`src/sac_consts.svh`:
```
// register map, field positions, reset values and timing counts
`ifndef SAC_CONSTS_SVH
`define SAC_CONSTS_SVH

`define SAC_OFS_MODE 8'h00
`define SAC_OFS_START 8'h04
`define SAC_OFS_RES_HIGH 8'h08
`define SAC_OFS_RES_LOW 8'h0c
`define SAC_OFS_CLK_STOP 8'h10
`define SAC_OFS_EDGE_SEL 8'h14
`define SAC_OFS_PORT_MODE 8'h18
`define SAC_OFS_IRQ_REQ 8'h1c
`define SAC_OFS_IRQ_EN 8'h20

`define SAC_RST_MODE 8'h30
`define SAC_RST_CLK_STOP 8'hff
`define SAC_RST_EDGE_SEL 8'h00
`define SAC_RST_PORT_MODE 8'h00

`define SAC_MODE_FIXED_ONES 8'h30
`define SAC_START_FIXED_ONES 8'h7f

`define SAC_BIT_SPEED 7
`define SAC_BIT_TRIG_EN 6
`define SAC_BIT_START_FLAG 7
`define SAC_BIT_MODULE_STOP 4
`define SAC_BIT_EDGE_SEL 4
`define SAC_BIT_TRIG_FUNC 4
`define SAC_BIT_END_REQ 3

`define SAC_PERIOD_SLOW 6'h3e
`define SAC_PERIOD_FAST 6'h1f
`define SAC_RESULT_BITS 10

`define SAC_RESP_OKAY 2'h0
`define SAC_RESP_SLVERR 2'h2

`endif

```
`src/sac_pkg.sv`:
```
// shared types of the converter control block
package sac_pkg;

	typedef enum logic [1:0] {
		SAC_IDLE = 2'b00,
		SAC_SAMPLE = 2'b01,
		SAC_CONVERT = 2'b10
	} sac_state_e;

	typedef struct packed {
		logic [7:0] high;
		logic [1:0] low;
	} sac_result_s;

	typedef struct packed {
		logic [7:0] addr;
		logic [7:0] data;
		logic strobe;
	} sac_wreq_s;

endpackage

```
`src/sac_conv_ctrl.sv`:
```
// converter control top: register file over axi4-lite and sequencing
//
// Summary of operation
// - writing one to the start flag begins a conversion
// - selected trigger pin edge sets the start flag and starts conversion
// - on completion load both result registers and clear flag together
// - start flag reads one while converting, zero otherwise, resets zero
// - writing zero to the start flag aborts conversion and goes idle
// - start register bits six to zero read one, writes ignored
// - module-stop bit four: zero is standby, one runs; resets to one
// - successive approximation yields a ten-bit result per conversion
// - completion sets end request flag; interrupt only when enabled
// - trigger edges count only with pin function and trigger enable set
// - edge select bit chooses rising or falling trigger edges
// - mode and start registers reset, work, and hold when frozen
// - result registers survive ordinary reset and low-power modes
// - channel code 0101 routes analog input one
// - after completion a new start repeats the whole sequence
// - channel codes: 00xx none, 01xx inputs 0-3, 10xx inputs 4-7
// - speed bit selects 62 clocks when zero, 31 when one
// - upper eight result bits high, lower two at top of low
`timescale 1ns/10ps
`include "sac_consts.svh"

module sac_conv_ctrl (
	input wire logic CLK_SYS, // system clock, 200 MHz
	input wire logic RST_N, // synchronous reset, active low
	input wire logic CE, // clock enable, freezes all state when low
	input wire logic [7:0] S_AXI_AWADDR, // write address
	input wire logic S_AXI_AWVALID, // write address valid
	output logic S_AXI_AWREADY, // write address ready
	input wire logic [31:0] S_AXI_WDATA, // write data
	input wire logic [3:0] S_AXI_WSTRB, // write byte enables
	input wire logic S_AXI_WVALID, // write data valid
	output logic S_AXI_WREADY, // write data ready
	output logic [1:0] S_AXI_BRESP, // write response
	output logic S_AXI_BVALID, // write response valid
	input wire logic S_AXI_BREADY, // write response ready
	input wire logic [7:0] S_AXI_ARADDR, // read address
	input wire logic S_AXI_ARVALID, // read address valid
	output logic S_AXI_ARREADY, // read address ready
	output logic [31:0] S_AXI_RDATA, // read data
	output logic [1:0] S_AXI_RRESP, // read response
	output logic S_AXI_RVALID, // read data valid
	input wire logic S_AXI_RREADY, // read data ready
	input wire logic EXT_TRIGGER_PIN, // external trigger input
	input wire logic COMP_IN, // comparator result from analog part
	output logic [9:0] DAC_CODE, // trial code to the analog part
	output logic [7:0] CHANNEL_SEL, // one-hot analog input routing
	output logic CONV_MODULE_STANDBY, // converter held in standby
	output logic CONV_END_IRQ // conversion end interrupt request
);

	// register state
	logic [7:0] mode_reg;
	logic conv_start_flag_reg;
	sac_pkg::sac_result_s result_reg;
	logic [7:0] clk_stop_reg;
	logic [7:0] edge_sel_reg;
	logic [7:0] port_mode_reg;
	logic conv_end_request_flag_reg;
	logic conv_end_irq_enable_reg;

	// bus state
	logic aw_held_reg;
	logic w_held_reg;
	logic [7:0] aw_addr_reg;
	logic [7:0] w_data_reg;
	logic w_strobe_reg;

	// named fields
	logic conv_speed_select;
	logic ext_trigger_enable;
	logic [3:0] input_channel_select;
	logic conv_module_stop_bit;
	logic trigger_edge_select;
	logic trigger_pin_function;

	// write decode
	sac_pkg::sac_wreq_s wreq;
	logic wr_fire;
	logic wr_en;
	logic wr_mode;
	logic wr_start;
	logic wr_clk_stop;
	logic wr_edge_sel;
	logic wr_port_mode;
	logic wr_irq_req;
	logic wr_irq_en;
	logic wr_mapped;

	// read decode
	logic rd_fire;
	logic [7:0] rd_byte;
	logic rd_mapped;

	// sequencing
	logic in_standby;
	logic sw_start;
	logic sw_abort;
	logic trig_pulse;
	logic trig_start;
	logic conv_start;
	logic conv_done;
	logic [9:0] conv_code;
	logic [9:0] dac_trial;
	logic [7:0] channel_next;
	logic chan_lo_group;
	logic chan_hi_group;
	logic irq_next;

	assign conv_speed_select = mode_reg[`SAC_BIT_SPEED];
	assign ext_trigger_enable = mode_reg[`SAC_BIT_TRIG_EN];
	assign input_channel_select = mode_reg[3:0];
	assign conv_module_stop_bit = clk_stop_reg[`SAC_BIT_MODULE_STOP];
	assign trigger_edge_select = edge_sel_reg[`SAC_BIT_EDGE_SEL];
	assign trigger_pin_function = port_mode_reg[`SAC_BIT_TRIG_FUNC];

	// write channel: address and data taken in either order
	assign wreq.addr = aw_addr_reg;
	assign wreq.data = w_data_reg;
	assign wreq.strobe = w_strobe_reg;
	assign wr_fire = aw_held_reg & w_held_reg & ~S_AXI_BVALID;
	assign wr_en = wr_fire & wreq.strobe;
	assign wr_mode = wr_en & (wreq.addr == `SAC_OFS_MODE);
	assign wr_start = wr_en & (wreq.addr == `SAC_OFS_START);
	assign wr_clk_stop = wr_en & (wreq.addr == `SAC_OFS_CLK_STOP);
	assign wr_edge_sel = wr_en & (wreq.addr == `SAC_OFS_EDGE_SEL);
	assign wr_port_mode = wr_en & (wreq.addr == `SAC_OFS_PORT_MODE);
	assign wr_irq_req = wr_en & (wreq.addr == `SAC_OFS_IRQ_REQ);
	assign wr_irq_en = wr_en & (wreq.addr == `SAC_OFS_IRQ_EN);
	assign wr_mapped = (wreq.addr == `SAC_OFS_MODE) |
		(wreq.addr == `SAC_OFS_START) |
		(wreq.addr == `SAC_OFS_RES_HIGH) |
		(wreq.addr == `SAC_OFS_RES_LOW) |
		(wreq.addr == `SAC_OFS_CLK_STOP) |
		(wreq.addr == `SAC_OFS_EDGE_SEL) |
		(wreq.addr == `SAC_OFS_PORT_MODE) |
		(wreq.addr == `SAC_OFS_IRQ_REQ) |
		(wreq.addr == `SAC_OFS_IRQ_EN);

	// read channel
	assign rd_fire = S_AXI_ARVALID & S_AXI_ARREADY;
	assign rd_mapped = wr_mapped_rd(S_AXI_ARADDR);

	function automatic logic wr_mapped_rd(input logic [7:0] a);
		wr_mapped_rd = (a == `SAC_OFS_MODE) | (a == `SAC_OFS_START) |
			(a == `SAC_OFS_RES_HIGH) | (a == `SAC_OFS_RES_LOW) |
			(a == `SAC_OFS_CLK_STOP) | (a == `SAC_OFS_EDGE_SEL) |
			(a == `SAC_OFS_PORT_MODE) | (a == `SAC_OFS_IRQ_REQ) |
			(a == `SAC_OFS_IRQ_EN);
	endfunction

	always_comb begin
		rd_byte = 8'h00;
		case (S_AXI_ARADDR)
			`SAC_OFS_MODE: rd_byte = mode_reg | `SAC_MODE_FIXED_ONES;
			`SAC_OFS_START:
				rd_byte = {conv_start_flag_reg, 7'h00} |
					`SAC_START_FIXED_ONES;
			`SAC_OFS_RES_HIGH: rd_byte = result_reg.high;
			`SAC_OFS_RES_LOW: rd_byte = {result_reg.low, 6'h00};
			`SAC_OFS_CLK_STOP: rd_byte = clk_stop_reg;
			`SAC_OFS_EDGE_SEL: rd_byte = edge_sel_reg;
			`SAC_OFS_PORT_MODE: rd_byte = port_mode_reg;
			`SAC_OFS_IRQ_REQ:
				rd_byte = {4'h0, conv_end_request_flag_reg, 3'h0};
			`SAC_OFS_IRQ_EN:
				rd_byte = {4'h0, conv_end_irq_enable_reg, 3'h0};
			default: rd_byte = 8'h00;
		endcase
	end

	// start and abort requests
	assign in_standby = ~conv_module_stop_bit;
	assign sw_start = wr_start & wreq.data[`SAC_BIT_START_FLAG] &
		~conv_start_flag_reg & ~in_standby;
	assign sw_abort = wr_start & ~wreq.data[`SAC_BIT_START_FLAG];
	assign trig_start = trig_pulse & ~conv_start_flag_reg & ~in_standby &
		~wr_start;
	assign conv_start = sw_start | trig_start;

	// one-hot routing, 00xx and 11xx select nothing
	assign chan_lo_group = (input_channel_select[3:2] == 2'b01);
	assign chan_hi_group = (input_channel_select[3:2] == 2'b10);

	generate
		for (genvar gi = 0; gi < 4; gi++) begin : g_chan
			assign channel_next[gi] = chan_lo_group &
				(input_channel_select[1:0] == 2'(gi));
			assign channel_next[gi + 4] = chan_hi_group &
				(input_channel_select[1:0] == 2'(gi));
		end
	endgenerate

	// interrupt line follows request flag gated by its enable
	assign irq_next = (conv_end_request_flag_reg | conv_done) &
		conv_end_irq_enable_reg;

	sac_trigger_edge u_trigger (
		.clk(CLK_SYS),
		.rst_n(RST_N),
		.ce(CE),
		.pin(EXT_TRIGGER_PIN),
		.rising_sel(trigger_edge_select),
		.enable(trigger_pin_function & ext_trigger_enable),
		.edge_pulse(trig_pulse)
	);

	sac_sar_engine u_sar (
		.clk(CLK_SYS),
		.rst_n(RST_N),
		.ce(CE),
		.start(conv_start),
		.abort(sw_abort | in_standby),
		.fast(conv_speed_select),
		.comp_in(COMP_IN),
		.trial(dac_trial),
		.done(conv_done),
		.code(conv_code)
	);

	// axi write address and write data capture, in either order
	always_ff @(posedge CLK_SYS) begin
		if (!RST_N) begin
			aw_held_reg <= 1'b0;
			w_held_reg <= 1'b0;
			aw_addr_reg <= 8'h00;
			w_data_reg <= 8'h00;
			w_strobe_reg <= 1'b0;
			S_AXI_AWREADY <= 1'b0;
			S_AXI_WREADY <= 1'b0;
		end else if (CE) begin
			if (S_AXI_AWVALID & S_AXI_AWREADY) begin
				aw_held_reg <= 1'b1;
				aw_addr_reg <= {S_AXI_AWADDR[7:2], 2'b00};
			end else if (wr_fire)
				aw_held_reg <= 1'b0;
			if (S_AXI_WVALID & S_AXI_WREADY) begin
				w_held_reg <= 1'b1;
				w_data_reg <= S_AXI_WDATA[7:0];
				w_strobe_reg <= S_AXI_WSTRB[0];
			end else if (wr_fire)
				w_held_reg <= 1'b0;
			S_AXI_AWREADY <= ~aw_held_reg & ~S_AXI_AWREADY;
			S_AXI_WREADY <= ~w_held_reg & ~S_AXI_WREADY;
		end
	end

	// axi write response, held until bready
	always_ff @(posedge CLK_SYS) begin
		if (!RST_N) begin
			S_AXI_BVALID <= 1'b0;
			S_AXI_BRESP <= `SAC_RESP_OKAY;
		end else if (CE) begin
			if (wr_fire) begin
				S_AXI_BVALID <= 1'b1;
				S_AXI_BRESP <= wr_mapped ? `SAC_RESP_OKAY :
					`SAC_RESP_SLVERR;
			end else if (S_AXI_BREADY)
				S_AXI_BVALID <= 1'b0;
		end
	end

	// axi read: address taken only while no answer is pending
	always_ff @(posedge CLK_SYS) begin
		if (!RST_N) begin
			S_AXI_ARREADY <= 1'b0;
			S_AXI_RVALID <= 1'b0;
			S_AXI_RRESP <= `SAC_RESP_OKAY;
			S_AXI_RDATA <= 32'h0000_0000;
		end else if (CE) begin
			S_AXI_ARREADY <= S_AXI_ARVALID & ~S_AXI_ARREADY &
				~S_AXI_RVALID;
			if (rd_fire) begin
				S_AXI_RVALID <= 1'b1;
				S_AXI_RDATA <= {24'h000000, rd_byte};
				S_AXI_RRESP <= rd_mapped ? `SAC_RESP_OKAY :
					`SAC_RESP_SLVERR;
			end else if (S_AXI_RREADY)
				S_AXI_RVALID <= 1'b0;
		end
	end

	// control registers
	always_ff @(posedge CLK_SYS) begin
		if (!RST_N) begin
			mode_reg <= `SAC_RST_MODE;
			conv_start_flag_reg <= 1'b0;
			clk_stop_reg <= `SAC_RST_CLK_STOP;
			edge_sel_reg <= `SAC_RST_EDGE_SEL;
			port_mode_reg <= `SAC_RST_PORT_MODE;
			conv_end_request_flag_reg <= 1'b0;
			conv_end_irq_enable_reg <= 1'b0;
		end else if (CE) begin
			if (wr_mode)
				mode_reg <= wreq.data | `SAC_MODE_FIXED_ONES;
			if (wr_clk_stop)
				clk_stop_reg <= wreq.data;
			if (wr_edge_sel)
				edge_sel_reg <= wreq.data;
			if (wr_port_mode)
				port_mode_reg <= wreq.data;
			if (wr_irq_en)
				conv_end_irq_enable_reg <= wreq.data[`SAC_BIT_END_REQ];
			// set by completion wins over a software clear
			if (conv_done)
				conv_end_request_flag_reg <= 1'b1;
			else if (wr_irq_req & ~wreq.data[`SAC_BIT_END_REQ])
				conv_end_request_flag_reg <= 1'b0;
			if (conv_start)
				conv_start_flag_reg <= 1'b1;
			else if (sw_abort | conv_done | in_standby)
				conv_start_flag_reg <= 1'b0;
		end
	end

	// result registers carry no reset so they survive it
	always_ff @(posedge CLK_SYS) begin
		if (CE && conv_done) begin
			result_reg.high <= conv_code[9:2];
			result_reg.low <= conv_code[1:0];
		end
	end

	// registered pin outputs
	always_ff @(posedge CLK_SYS) begin
		if (!RST_N) begin
			DAC_CODE <= 10'h000;
			CHANNEL_SEL <= 8'h00;
			CONV_MODULE_STANDBY <= 1'b0;
			CONV_END_IRQ <= 1'b0;
		end else if (CE) begin
			DAC_CODE <= dac_trial;
			CHANNEL_SEL <= channel_next;
			CONV_MODULE_STANDBY <= in_standby;
			CONV_END_IRQ <= irq_next;
		end
	end

endmodule

```
`src/sac_sar_engine.sv`:
```
// successive-approximation sequencer producing a ten-bit code
`timescale 1ns/10ps
`include "sac_consts.svh"

module sac_sar_engine (
	input wire logic clk, // system clock
	input wire logic rst_n, // synchronous reset, active low
	input wire logic ce, // clock enable
	input wire logic start, // begin a conversion
	input wire logic abort, // stop and return to idle
	input wire logic fast, // 1 selects the short period
	input wire logic comp_in, // comparator: input at or above trial
	output logic [9:0] trial, // next trial code, registered at the dac
	output logic done, // one-cycle completion pulse
	output logic [9:0] code // final code, valid with done
);

	sac_pkg::sac_state_e state_reg;
	sac_pkg::sac_state_e state_next;
	logic [5:0] cnt_reg;
	logic [5:0] sample_last;
	logic [9:0] mask_reg;
	logic [9:0] decided;
	logic [9:0] trial_reg;
	logic [9:0] trial_next;

	// sampling fills the period around ten bit steps and two handover edges
	assign sample_last = (fast ? `SAC_PERIOD_FAST : `SAC_PERIOD_SLOW) -
		6'h0c;
	assign decided = comp_in ? trial_reg : (trial_reg & ~mask_reg);
	assign code = decided;
	// the dac register loads this same value, so the comparator always
	// judges the trial that the decision is built from
	assign trial = trial_next;

	always_comb begin
		trial_next = trial_reg;
		if (state_reg == sac_pkg::SAC_CONVERT && !mask_reg[0])
			trial_next = decided | (mask_reg >> 1);
		else if (state_reg != sac_pkg::SAC_CONVERT)
			trial_next = 10'h200;
	end

	always_comb begin
		state_next = state_reg;
		case (state_reg)
			sac_pkg::SAC_IDLE: begin
				if (start)
					state_next = sac_pkg::SAC_SAMPLE;
			end
			sac_pkg::SAC_SAMPLE: begin
				if (cnt_reg == sample_last)
					state_next = sac_pkg::SAC_CONVERT;
			end
			sac_pkg::SAC_CONVERT: begin
				if (mask_reg[0])
					state_next = sac_pkg::SAC_IDLE;
			end
			default: state_next = sac_pkg::SAC_IDLE;
		endcase
		if (abort)
			state_next = sac_pkg::SAC_IDLE;
	end

	always_ff @(posedge clk) begin
		if (!rst_n) begin
			state_reg <= sac_pkg::SAC_IDLE;
			cnt_reg <= 6'h00;
			mask_reg <= 10'h200;
			trial_reg <= 10'h000;
			done <= 1'b0;
		end else if (ce) begin
			state_reg <= state_next;
			trial_reg <= trial_next;
			done <= !abort && state_reg == sac_pkg::SAC_CONVERT &&
				mask_reg[0];
			if (state_reg != sac_pkg::SAC_SAMPLE)
				cnt_reg <= 6'h00;
			else
				cnt_reg <= cnt_reg + 6'h01;
			if (state_reg == sac_pkg::SAC_CONVERT && !mask_reg[0])
				mask_reg <= mask_reg >> 1;
			else if (state_reg != sac_pkg::SAC_CONVERT)
				mask_reg <= 10'h200;
		end
	end

endmodule

```
`src/sac_trigger_edge.sv`:
```
// trigger pin synchroniser and selectable edge detector
`timescale 1ns/10ps
`include "sac_consts.svh"

module sac_trigger_edge (
	input wire logic clk, // system clock
	input wire logic rst_n, // synchronous reset, active low
	input wire logic ce, // clock enable
	input wire logic pin, // raw trigger pin
	input wire logic rising_sel, // 1 selects rising, 0 falling
	input wire logic enable, // detection allowed
	output logic edge_pulse // one-cycle start request
);

	logic sync1_reg;
	logic sync2_reg;
	logic prev_reg;
	logic edge_next;

	assign edge_next = enable & (rising_sel ? (sync2_reg & ~prev_reg) :
		(~sync2_reg & prev_reg));

	always_ff @(posedge clk) begin
		if (!rst_n) begin
			sync1_reg <= 1'b0;
			sync2_reg <= 1'b0;
			prev_reg <= 1'b0;
			edge_pulse <= 1'b0;
		end else if (ce) begin
			sync1_reg <= pin;
			sync2_reg <= sync1_reg;
			prev_reg <= sync2_reg;
			edge_pulse <= edge_next;
		end
	end

endmodule
```
`config.mk`:
```
export PLATFORM = sky130hd
export DESIGN_NAME = sac_conv_ctrl
export DESIGN_NICKNAME = d
export VERILOG_FILES = /design/src/sac_pkg.sv /design/src/sac_conv_ctrl.sv /design/src/sac_sar_engine.sv /design/src/sac_trigger_edge.sv
export VERILOG_INCLUDE_DIRS = /design/src
export SDC_FILE = /design/constraint.sdc
export NUM_CORES = 1
export LEC_CHECK = 0
export ABC_AREA = 1
export BUFFER_PORTS_ARGS = -buffer_cell sky130_fd_sc_hd__buf_4
export CORE_AREA = 4 4 123 96
export CTS_CLUSTER_SIZE = 25
export DETAILED_ROUTE_END_ITERATION = 8
export DIE_AREA = 0 0 127 100
export HOLD_SLACK_MARGIN = 0.03
export MAX_ROUTING_LAYER = met4
export PLACE_DENSITY = 0.78
export SYNTH_ARGS = -nofsm -noshare
export SYNTH_HDL_FRONTEND = slang
export SYNTH_SLANG_ARGS = --single-unit
```
`constraint.sdc`:
```
create_clock -name CLK_SYS -period 3.5 [get_ports CLK_SYS]
set_input_delay 0.35 -clock CLK_SYS [delete_from_list [all_inputs] [get_ports CLK_SYS]]
set_output_delay 0.35 -clock CLK_SYS [all_outputs]
set_load 0.01 [all_outputs]
```
==> impl_results.md, run 1 <==
- Slew margin rel.: 42.4%
- First-pass GRT wire length: 21.8 mm
- Initial antenna violation count: 0
- Initial Utilization: 49.0%
- Slew Limit Fails: 0
- Placed Area: 5690 sq um
- CTS tree: yes
- Async SR Flop Fraction: 0%
- Setup CP Type: input port to flop
- Max cap viols: 0
- Fin area: 6350 sq um
- Detailed Route WL: 13.5 mm
- Synthesized cell area: 5220 sq um
- Area grow syn2layout: 21.8%
- Detailed-route wire length per cell: 14.6 microns
- Power density over the cells: 556 nW/um^2
- Total negative slack: 0 ps
- Clock latency on the worst-skew pair: 420 ps
- Die ar.: 12700 sq um
- Site Rows: 33
- Setup crit end kind: flop
- Drt via density: 5.18
- Number of global-route vias before repair: 4603
- GR Overflow Total: 0
- Clk pin slew, worst setup/hold paths: 50 ps
- Filler instances: 922
- Total CTS buffers: 17
- I/O pin count: 123
- Layout cell share with drive strength beyond 1: 15.0%
- Critical path arrival: 2320 ps
- Status: finished clean
- Postcts setup bufs: 0
- DP Wirelength: 9.36 mm
- GRT Util Overall: 22.2%
- Worst setup SP type: input port
- Residual DRC count: 0
- Synth cell types: 39
- Largest net degree at the start of global routing: 62
- Clock skew: 11.0 ps
- Die W: 127 microns
- FF+latch count, synth: 118
- IO buf count: 67
- Top cells by area, synth: dfxtp_1 41%, nand2_1 11%, a21oi_1 9.0%
- Synth Area per Inst: 7.41 sq um
- CORE AREA: 10700 sq um
- Post-synth top area cell: dfxtp_1
- Initial DRT Pass Iterations: 5
- Worst r2r dst: edge_sel_reg[0]
- Hold Vio Cnt, Final: 0
- Post_cts resized: 0
- Top_reg_cell synth: dfxtp_1
- Cell leakage power: 2.81 nW
- N_diodes: 0
- Worst VDD drop: 0.398 mV
- Hold Path Depth: 3
- GP Congestion: 0.884
- R2R depth: 8
- Top-count cell post-synth: nand2_1
- Fin nets: 830
- Critical path required time: 3840 ps
- Post-route ant nets: 0
- RR Startpoint: aw_held_reg
- Min-delay src: EXT_TRIGGER_PIN
- Post-synth EDFFs: 10
- Crit path max fanout: 61
- Post-route clock period utilization: 56.7%
- R2R Setup Slk: 1630 ps
- Seq/Total Area, Yosys: 47.2%
- Syn. warnings: 0
- Total power draw: 0.00353 W
- Clock Root Buffer: clkbuf_16
- Max clock buf depth: 2
- Endpoints failing setup: 0
- Worst-Margin Slew: 859 ps
- Hold buffer count at CTS: 0
- Hold Path Sink: u_trigger.sync1_reg
- Post-synth top cells: 150 x nand2_1, 108 x dfxtp_1, 94 x a21oi_1
- Die height: 100 microns
- Syn Inst Count: 704
- Peak Freq: 504 MHz
- H-tree depth: 4
- Starting DRT DRC Count: 390
- Min cycle time layout: 1980 ps
- Via count: 4765
- Clock Sinks: 118
- Min-delay worst type: input port to flop
- Area fraction of the dominant cell type after synthesis: 41.4%
- RSZ-0062 raised after global routing: no
worst max-delay path by stage:
stage / startpoint / to / slack [ps] / depth (start not counted)
floorplan: S_AXI_ARADDR[1] / S_AXI_RDATA[1] / 2110 / 11
global placement: RST_N / u_sar.mask_reg[0] / 1200 / 4
detailed placement: RST_N / u_sar.mask_reg[6] / 1140 / 4
CTS: RST_N / u_sar.mask_reg[6] / 1550 / 4
global route: RST_N / u_sar.mask_reg[0] / 1360 / 4
finish: RST_N / u_sar.mask_reg[6] / 1520 / 4
area by class of cell:
class | count | area, sq um | area share [%]
Sequential cell | 118 | 2460 | 38.8
Timing Repair Buffer | 68 | 510 | 8.03
Tap cell | 140 | 175 | 2.76
Multi-Input combinational cell | 479 | 2230 | 35.1
Clock inverter | 7 | 136 | 2.15
Inverter | 83 | 315 | 4.96
Clock buffer | 24 | 523 | 8.23
stage by stage:
step	hold WS, ps	std cells	util, %	worst slack, ps
3_5_place_dp	447	888	53.5	1140
6_report	184	919	59.6	1520
5_1_grt	209	919	59.6	1360
3_3_place_gp	437	888	53.5	1200
4_1_cts	168	919	59.6	1550
2_1_floorplan	425	729	-	2110
worst max-delay path, stage by stage:
cell and delay, ps:
buf_4 440, clkinv_1 850, buf_4 480, a21oi_1 160
routing by layer:
layer	global-route usage, %	vias to the layer above	routed length [microns]
met5	-	-	0
met4	9.32	0	195
met3	4.52	22	870
met2	35.1	169	6370
met1	28.0	2202	6020
li1	-	2372	-
power by group:
group / total [W] / switching, W / internal [W]
Combinational: 0.000208 / 0.000136 / 0.0000722
Clock: 0.00191 / 0.000592 / 0.00132
Sequential: 0.00141 / 0.0000191 / 0.00139
Total: 0.00353 / 0.000747 / 0.00278
cells by family after synthesis:
family | synth area share [%]
buf+inv | 11.8
fa+ha+maj | 0.240
other cells | 0.0719
simple gates | 21.5
compound gates | 19.1
flops | 47.2
cell usage in the layout, fill, tap and decap left out, drive strengths merged, types with 2 or more instances in the layout:
master  count
nor3b       2
nor3       10
nand3b      2
inv        81
clkinv      5
clkbuf     24
o211ai      8
o21a        2
o21ai      78
bufinv      4
a211oi      2
a21oi      96
buf        68
nand4       3
nand2     152
dfxtp     108
nand3      34
nor2       58
edfxtp     10
conb       26
No activity file was read; power rests on OpenSTA's default activity.
==> inputs of run 2 (changes only) <==
Clock period 3.5 ns to 1.9 ns, I/O delays scaled along.
==> run 2 against run 1 <==
Against the previous run:
- utilization down 0.15 points
- via count up 2.9%
- worst hold slack worse by 140 ps
- critical path type is now flop to flop
- cell area down 0.26%
- first-iteration DRC count up 14%
==> impl_results.md, run 2 (synthesis results as in run 1) <==
- Power density over the cells: 942 nW/um^2 (+70%)
- WP depth: 8 (+4)
- CORE AREA: 10700 sq um (unchanged)
- Clk pin slew, worst setup/hold paths: 60 ps (about the same)
- Final WS setup: 290 ps (-1230 ps)
- Max cap viols: 0 (unchanged)
- Max clock buf depth: 2 (unchanged)
- Total CTS buffers: 17 (unchanged)
- Clock Sinks: 118 (unchanged)
- Clock skew: 7.96 ps (-3.06 ps)
- Fin nets: 841 (+1.3%)
- Residual DRC count: 0 (unchanged)
- Number of global-route vias before repair: 4706 (+2.2%)
- Critical-path top delay cell: dfxtp_1
- Min cycle time layout: 1610 ps
- RR Startpoint: aw_held_reg
- Detailed Route WL: 13.4 mm (-0.29%)
- Critical path buffers and inverters: 2 (-1)
- Status: finished clean
- Post-route clock period utilization: 84.8%
- Placed Area: 5770 sq um (+1.3%)
- Via count: 4901 (+2.9%)
- Worst VDD drop: 0.854 mV (+110%)
- CTS tree: yes
- Layout cell share with drive strength beyond 1: 16.4% (+1.4 points)
- Post-route ant nets: 0 (unchanged)
- Initial DRT Pass Iterations: 6 (+1)
- Commonest non-fill, non-tap cells in the layout: 150 x nand2_1, 108 x dfxtp_1, 94 x a21oi_1, 78 x buf_4, 77 x inv_1
- Die height: 100 microns (unchanged)
- Peak Freq: 621 MHz
- R2R Setup Slk: 290 ps (-1340 ps)
- I/O pin count: 123 (unchanged)
- GRT Util Overall: 22.3% (+0.11 points)
- Setup crit end: port_mode_reg[3]
- Worst r2r dst: port_mode_reg[3]
- Largest net degree at the start of global routing: 52 (-16%)
- Worst setup path startpoint: aw_held_reg
- Worst setup SP type: flop
- Total power draw: 0.00597 W (+69%)
- R2R depth: 8 (unchanged)
- Cell leakage power: 2.80 nW (-0.44%)
- Die ar.: 12700 sq um (unchanged)
- Initial Utilization: 49.0% (unchanged)
- Clock Root Buffer: clkbuf_16
- Crit path max fanout: 10 (-84%)
- CP cell instances: nand3_2, nor2_8, nand2_2, clkinv_2, nand3_1, inv_2, o21ai_0, a21oi_1
- Min-delay worst type: input port to flop
- Drt via density: 5.26 (+1.5%)
- Site Rows: 33 (unchanged)
- Setup crit end kind: flop
- DP Wirelength: 9.77 mm (+4.4%)
- Slew Limit Fails: 0 (unchanged)
- CP peak stage delay: 370 ps (-480 ps)
- Die W: 127 microns (unchanged)
- Detailed-route wire length per cell: 14.4 microns (-1.6%)
- RSZ-0062 raised after global routing: no
- GP Congestion: 0.858 (-2.9%)
- Setup WS pre-CTS: 286 ps (-855 ps)
- Setup CP Type: flop to flop
- Final core occ: 59.5% (-0.15 points)
- N_diodes: 0 (unchanged)
- First-pass GRT wire length: 22.1 mm (+1.2%)
- Fin area: 6340 sq um (-0.26%)
- Area grow syn2layout: 21.5%
- Starting DRT DRC Count: 445 (+14%)
- IO buf count: 67 (unchanged)
- GR Overflow Total: 0 (unchanged)
- Commonest non-fill, non-tap cell in the layout: nand2_1
- Critical path arrival: 1950 ps (-370 ps)
- Total negative slack: 0 ps (unchanged)
- Crit path max-delay family: simple AND/OR/NAND/NOR gates
- H-tree depth: 4 (unchanged)
- Clock latency on the worst-skew pair: 420 ps (about the same)
- Critical path required time: 2240 ps (-1600 ps)
- Hold Vio Cnt, Final: 0 (unchanged)
- Initial antenna violation count: 0 (unchanged)
- Endpoints failing setup: 0 (unchanged)
[run 2: area by class of cell]
cell class | instances | area [sq um]
sequential | 118 | 2460
fill | 948 | 4320
inverter | 83 | 315
timing repair buffer | 79 | 596
multi-input combinational | 479 | 2230
tap | 140 | 175
clock buffer | 17 | 425
clock inverter | 15 | 130
[run 2: timing repair]
item | CTS | global route
buffers inserted | 0 | 0
setup endpoints to repair | 0 | 1
gates resized for setup | 0 | 1
endpoints found under the hold margin | 1 | 0
hold buffers | 1 | 0
[run 2: how the worst min path moves through the flow]
stage                                from             endpoint  slack, ps  cells past startpoint
after floorplan           EXT_TRIGGER_PIN  u_trigger.sync1_reg        320                      2
after global routing         S_AXI_RREADY         S_AXI_RVALID         40                      4
after detailed placement  EXT_TRIGGER_PIN  u_trigger.sync1_reg        450                      3
final                        S_AXI_RREADY         S_AXI_RVALID         40                      4
after global placement    EXT_TRIGGER_PIN  u_trigger.sync1_reg        420                      3
after CTS                    S_AXI_RREADY         S_AXI_RVALID         30                      4
[run 2: routing by layer]
metal | global-route usage (%) | part of all wire, % | routed length (microns) | vias to the layer above
li1 | - | - | - | 2399
met1 | 27.6 | 43 | 5820 | 2285
met2 | 35.9 | 47 | 6360 | 197
met3 | 5.74 | 7.8 | 1050 | 20
met4 | 7.50 | 1.4 | 187 | 0
met5 | - | 0 | 0 | -
[run 2: worst register-to-register path: cells and delay by family (launching register included)]
kind                   cells  cell delay (ps)
DFF                        1              370
AOI/OAI and AO/OA          2              250
buffers and inverters      2              320
and+or+nand+nor            4              590
[run 2: per-stage QoR]
stage / instances / hold WS [ps]
2_1_floorplan: 729 / 325
3_3_place_gp: 898 / 418
3_5_place_dp: 898 / 445
4_1_cts: 931 / 33.5
5_1_grt: 931 / 44.0
6_report: 931 / 39.8
[run 2: power breakdown]
| part | leakage, nW | switching [W] | internal, W |
|---|---|---|---|
| logic | 1.55 | 0.000258 | 0.000146 |
| clock network | 0.262 | 0.00118 | 0.00180 |
| registers | 0.987 | 0.0000361 | 0.00256 |
| total | 2.80 | 0.00147 | 0.00450 |
==> inputs of run 3 (changes only) <==
Settings changed: CORE_AREA 4 4 123 96 to 4 4 126 98, DIE_AREA 0 0 127 100 to 0 0 130 102.
Clock period 1.9 ns to 1.37 ns, I/O delays scaled along.
==> run 3 against run 2 <==
Against the previous run:
- the flow now finishes with violations (setup timing)
- cell area grew 13%
- worst hold slack gained 0.93 ps
- register-to-register slack lost 360 ps
- die area grew 4.4%
- setup slack lost 360 ps
- global-route usage is essentially flat
- flip-flop and latch count is the same
- combinational power grew 70%
- clock power grew 49%
- critical path depth grew 1
- non-clock buffer count grew 62
- count of clock-buffer cells in the layout grew 8
- largest cell class unchanged
==> impl_results.md, run 3 (synthesis results as in run 1) <==
- Area grow syn2layout: 36.7%
- Setup WS pre-CTS: -182 ps (-467 ps)
- Clock skew: 6.46 ps (-1.50 ps)
- DP Wirelength: 9.41 mm (-3.7%)
- Via count: 5052 (+3.1%)
- Post-route clock period utilization: 105% (+20 points)
- Commonest non-fill, non-tap cells in the layout: 146 x nand2_1, 119 x buf_4, 103 x dfxtp_1, 89 x a21oi_1, 71 x inv_1
- Clock share of power: 50.9% (+1.1 points)
- Filler instances: 940 (-0.84%)
- Register area: 2470 sq um (+0.25%)
- Switch share: 22.5% (-2.1 points)
- Post-route ant nets: 0 (unchanged)
- Setup crit end kind: flop
- GP Congestion: 0.911 (+6.1%)
- Max cap viols: 0 (unchanged)
- Final core occ: 63.5% (+4.0 points)
- CTS tree: yes
- Fin area: 7130 sq um (+13%)
- Cell leakage power: 3.18 nW (+14%)
- GRT Util Overall: 22.4% (+0.049 points)
- Initial DRT Pass Iterations: 5 (-1)
- Clock Sinks: 118 (unchanged)
- RSZ-0062 raised after global routing: yes
- Internal power: 0.00675 W (+50%)
- Slew Limit Fails: 0 (unchanged)
- Fin cells: 998 (+7.2%)
- Sequential Power Share: 41.3% (-2.1 points)
- Residual DRC count: 0 (unchanged)
- First-pass GRT wire length: 22.6 mm (+2.5%)
- Starting DRT DRC Count: 401 (-9.9%)
- Detailed Route WL: 14.1 mm (+4.8%)
- Die W: 130 microns (+2.4%)
- Largest net degree at the start of global routing: 52 (unchanged)
- I/O pin count: 123 (unchanged)
- N_diodes: 0 (unchanged)
- Drt via density: 5.06 (-3.8%)
- Clk pin slew, worst setup/hold paths: 50 ps (about the same)
- Initial Utilization: 46.5% (-2.5 points)
- Final WS setup: -68.6 ps (-358 ps)
- Psw: 0.00196 W (+33%)
- GR Overflow Total: 0 (unchanged)
- Endpoints failing setup: 14 (+14)
- Placed cells: 945 (+5.2%)
- Worst setup SP type: flop
- IO buf count: 67 (unchanged)
- Layout cell share with drive strength beyond 1: 24.6% (+8.2 points)
- Status: complete, but fails checks
- Power density over the cells: 1220 nW/um^2 (+30%)
- Die ar.: 13300 sq um (+4.4%)
- Number of global-route vias before repair: 4687 (-0.40%)
- Critical path arrival: 1740 ps (-210 ps)
- Min-delay worst type: input port to flop
- Setup CP Type: flop to flop
- Min cycle time layout: 1440 ps (-172 ps)
- Placed Area: 6180 sq um (+7.1%)
- Detailed-route wire length per cell: 14.1 microns (-2.2%)
- Total CTS buffers: 17 (unchanged)
- Max clock buf depth: 2 (unchanged)
- Multi-input logic area: 2380 sq um (+6.5%)
- Peak Freq: 695 MHz (+12%)
- Failing checks: setup timing
- H-tree depth: 4 (unchanged)
- Site Rows: 34 (+3.0%)
- Crit path max fanout: 16 (+6)
- Critical path required time: 1670 ps (-570 ps)
- Clock Root Buffer: clkbuf_16
- Worst VDD drop: 0.777 mV (-9.1%)
- Initial antenna violation count: 0 (unchanged)
- Clock latency on the worst-skew pair: 410 ps (about the same)
- CORE AREA: 11200 sq um (+5.4%)
- Die height: 102 microns (+2.0%)
- Comb pwr share: 7.9% (+1.1 points)
- Hold Vio Cnt, Final: 0 (unchanged)
- Fin nets: 904 (+7.5%)
- Commonest non-fill, non-tap cell in the layout: nand2_1
==> run 3: power by group through the flow <==
stage	Clock (W)	Sequential (W)	Combinational (W)
finish	0.00443	0.00360	0.000685
global route	0.00466	0.00360	0.000761
CTS	0.00449	0.00359	0.000651
detailed placement	0	0.00366	0.000604
global placement	0	0.00366	0.000595
floorplan	0	0.00366	0.000396
==> run 3: layer usage <==
metal / GRT usage, % / part of all wire (%) / up-vias
met5: - / 0 / -
met4: 6.71 / 0.97 / 0
met3: 5.59 / 5.9 / 17
met2: 34.3 / 47 / 164
met1: 29.4 / 46 / 2338
li1: - / - / 2533
==> run 3: timing repair <==
action                                  4_1_cts  5_1_grt
hold endpoints to repair                     14        0
cloned                                        1        1
pin swaps                                     4        6
endpoints found under the setup margin       21       52
setup buffers                                 3        3
gates resized for setup                      19       43
hold buffers                                 14        0
==> run 3: layout make-up <==
| class | count | area share (%) |
|---|---|---|
| tap | 144 | 2.53 |
| clock buffer | 25 | 7.11 |
| multi-input combinational | 479 | 33.4 |
| clock inverter | 7 | 1.30 |
| timing repair inverter | 1 | 0.105 |
| sequential | 118 | 34.6 |
| inverter | 83 | 4.51 |
| timing repair buffer | 141 | 16.5 |
==> run 3: metrics by stage <==
stage               power, W  hold WS (ps)  TNS, ps
CTS                  0.00873          30.1     -345
detailed placement   0.00427           372    -1850
global route         0.00902          51.4    -2240
finish               0.00871          40.7     -378
floorplan            0.00406           272        0
global placement     0.00425           364     -896
==> run 3: worst max-delay path, stage by stage (launching register included) <==
cell and delay, ps:
dfxtp_2 320, inv_2 60, nand3_4 100, nor2_8 120, nand2_4 60, clkinv_4 90, buf_4 120, nand3_2 80
buf_12 170, o211ai_1 220
==> run 3: path summary, 6_finish.rpt <==
check              startpoint               end  slack, ps  depth (start not counted)
max reg2reg      S_AXI_BVALID   clk_stop_reg[4]        -70                          9
min            S_AXI_WDATA[0]     w_data_reg[0]         40                          3
max              S_AXI_BVALID   clk_stop_reg[4]        -70                          9
min reg2reg  port_mode_reg[0]  port_mode_reg[0]        470                          2
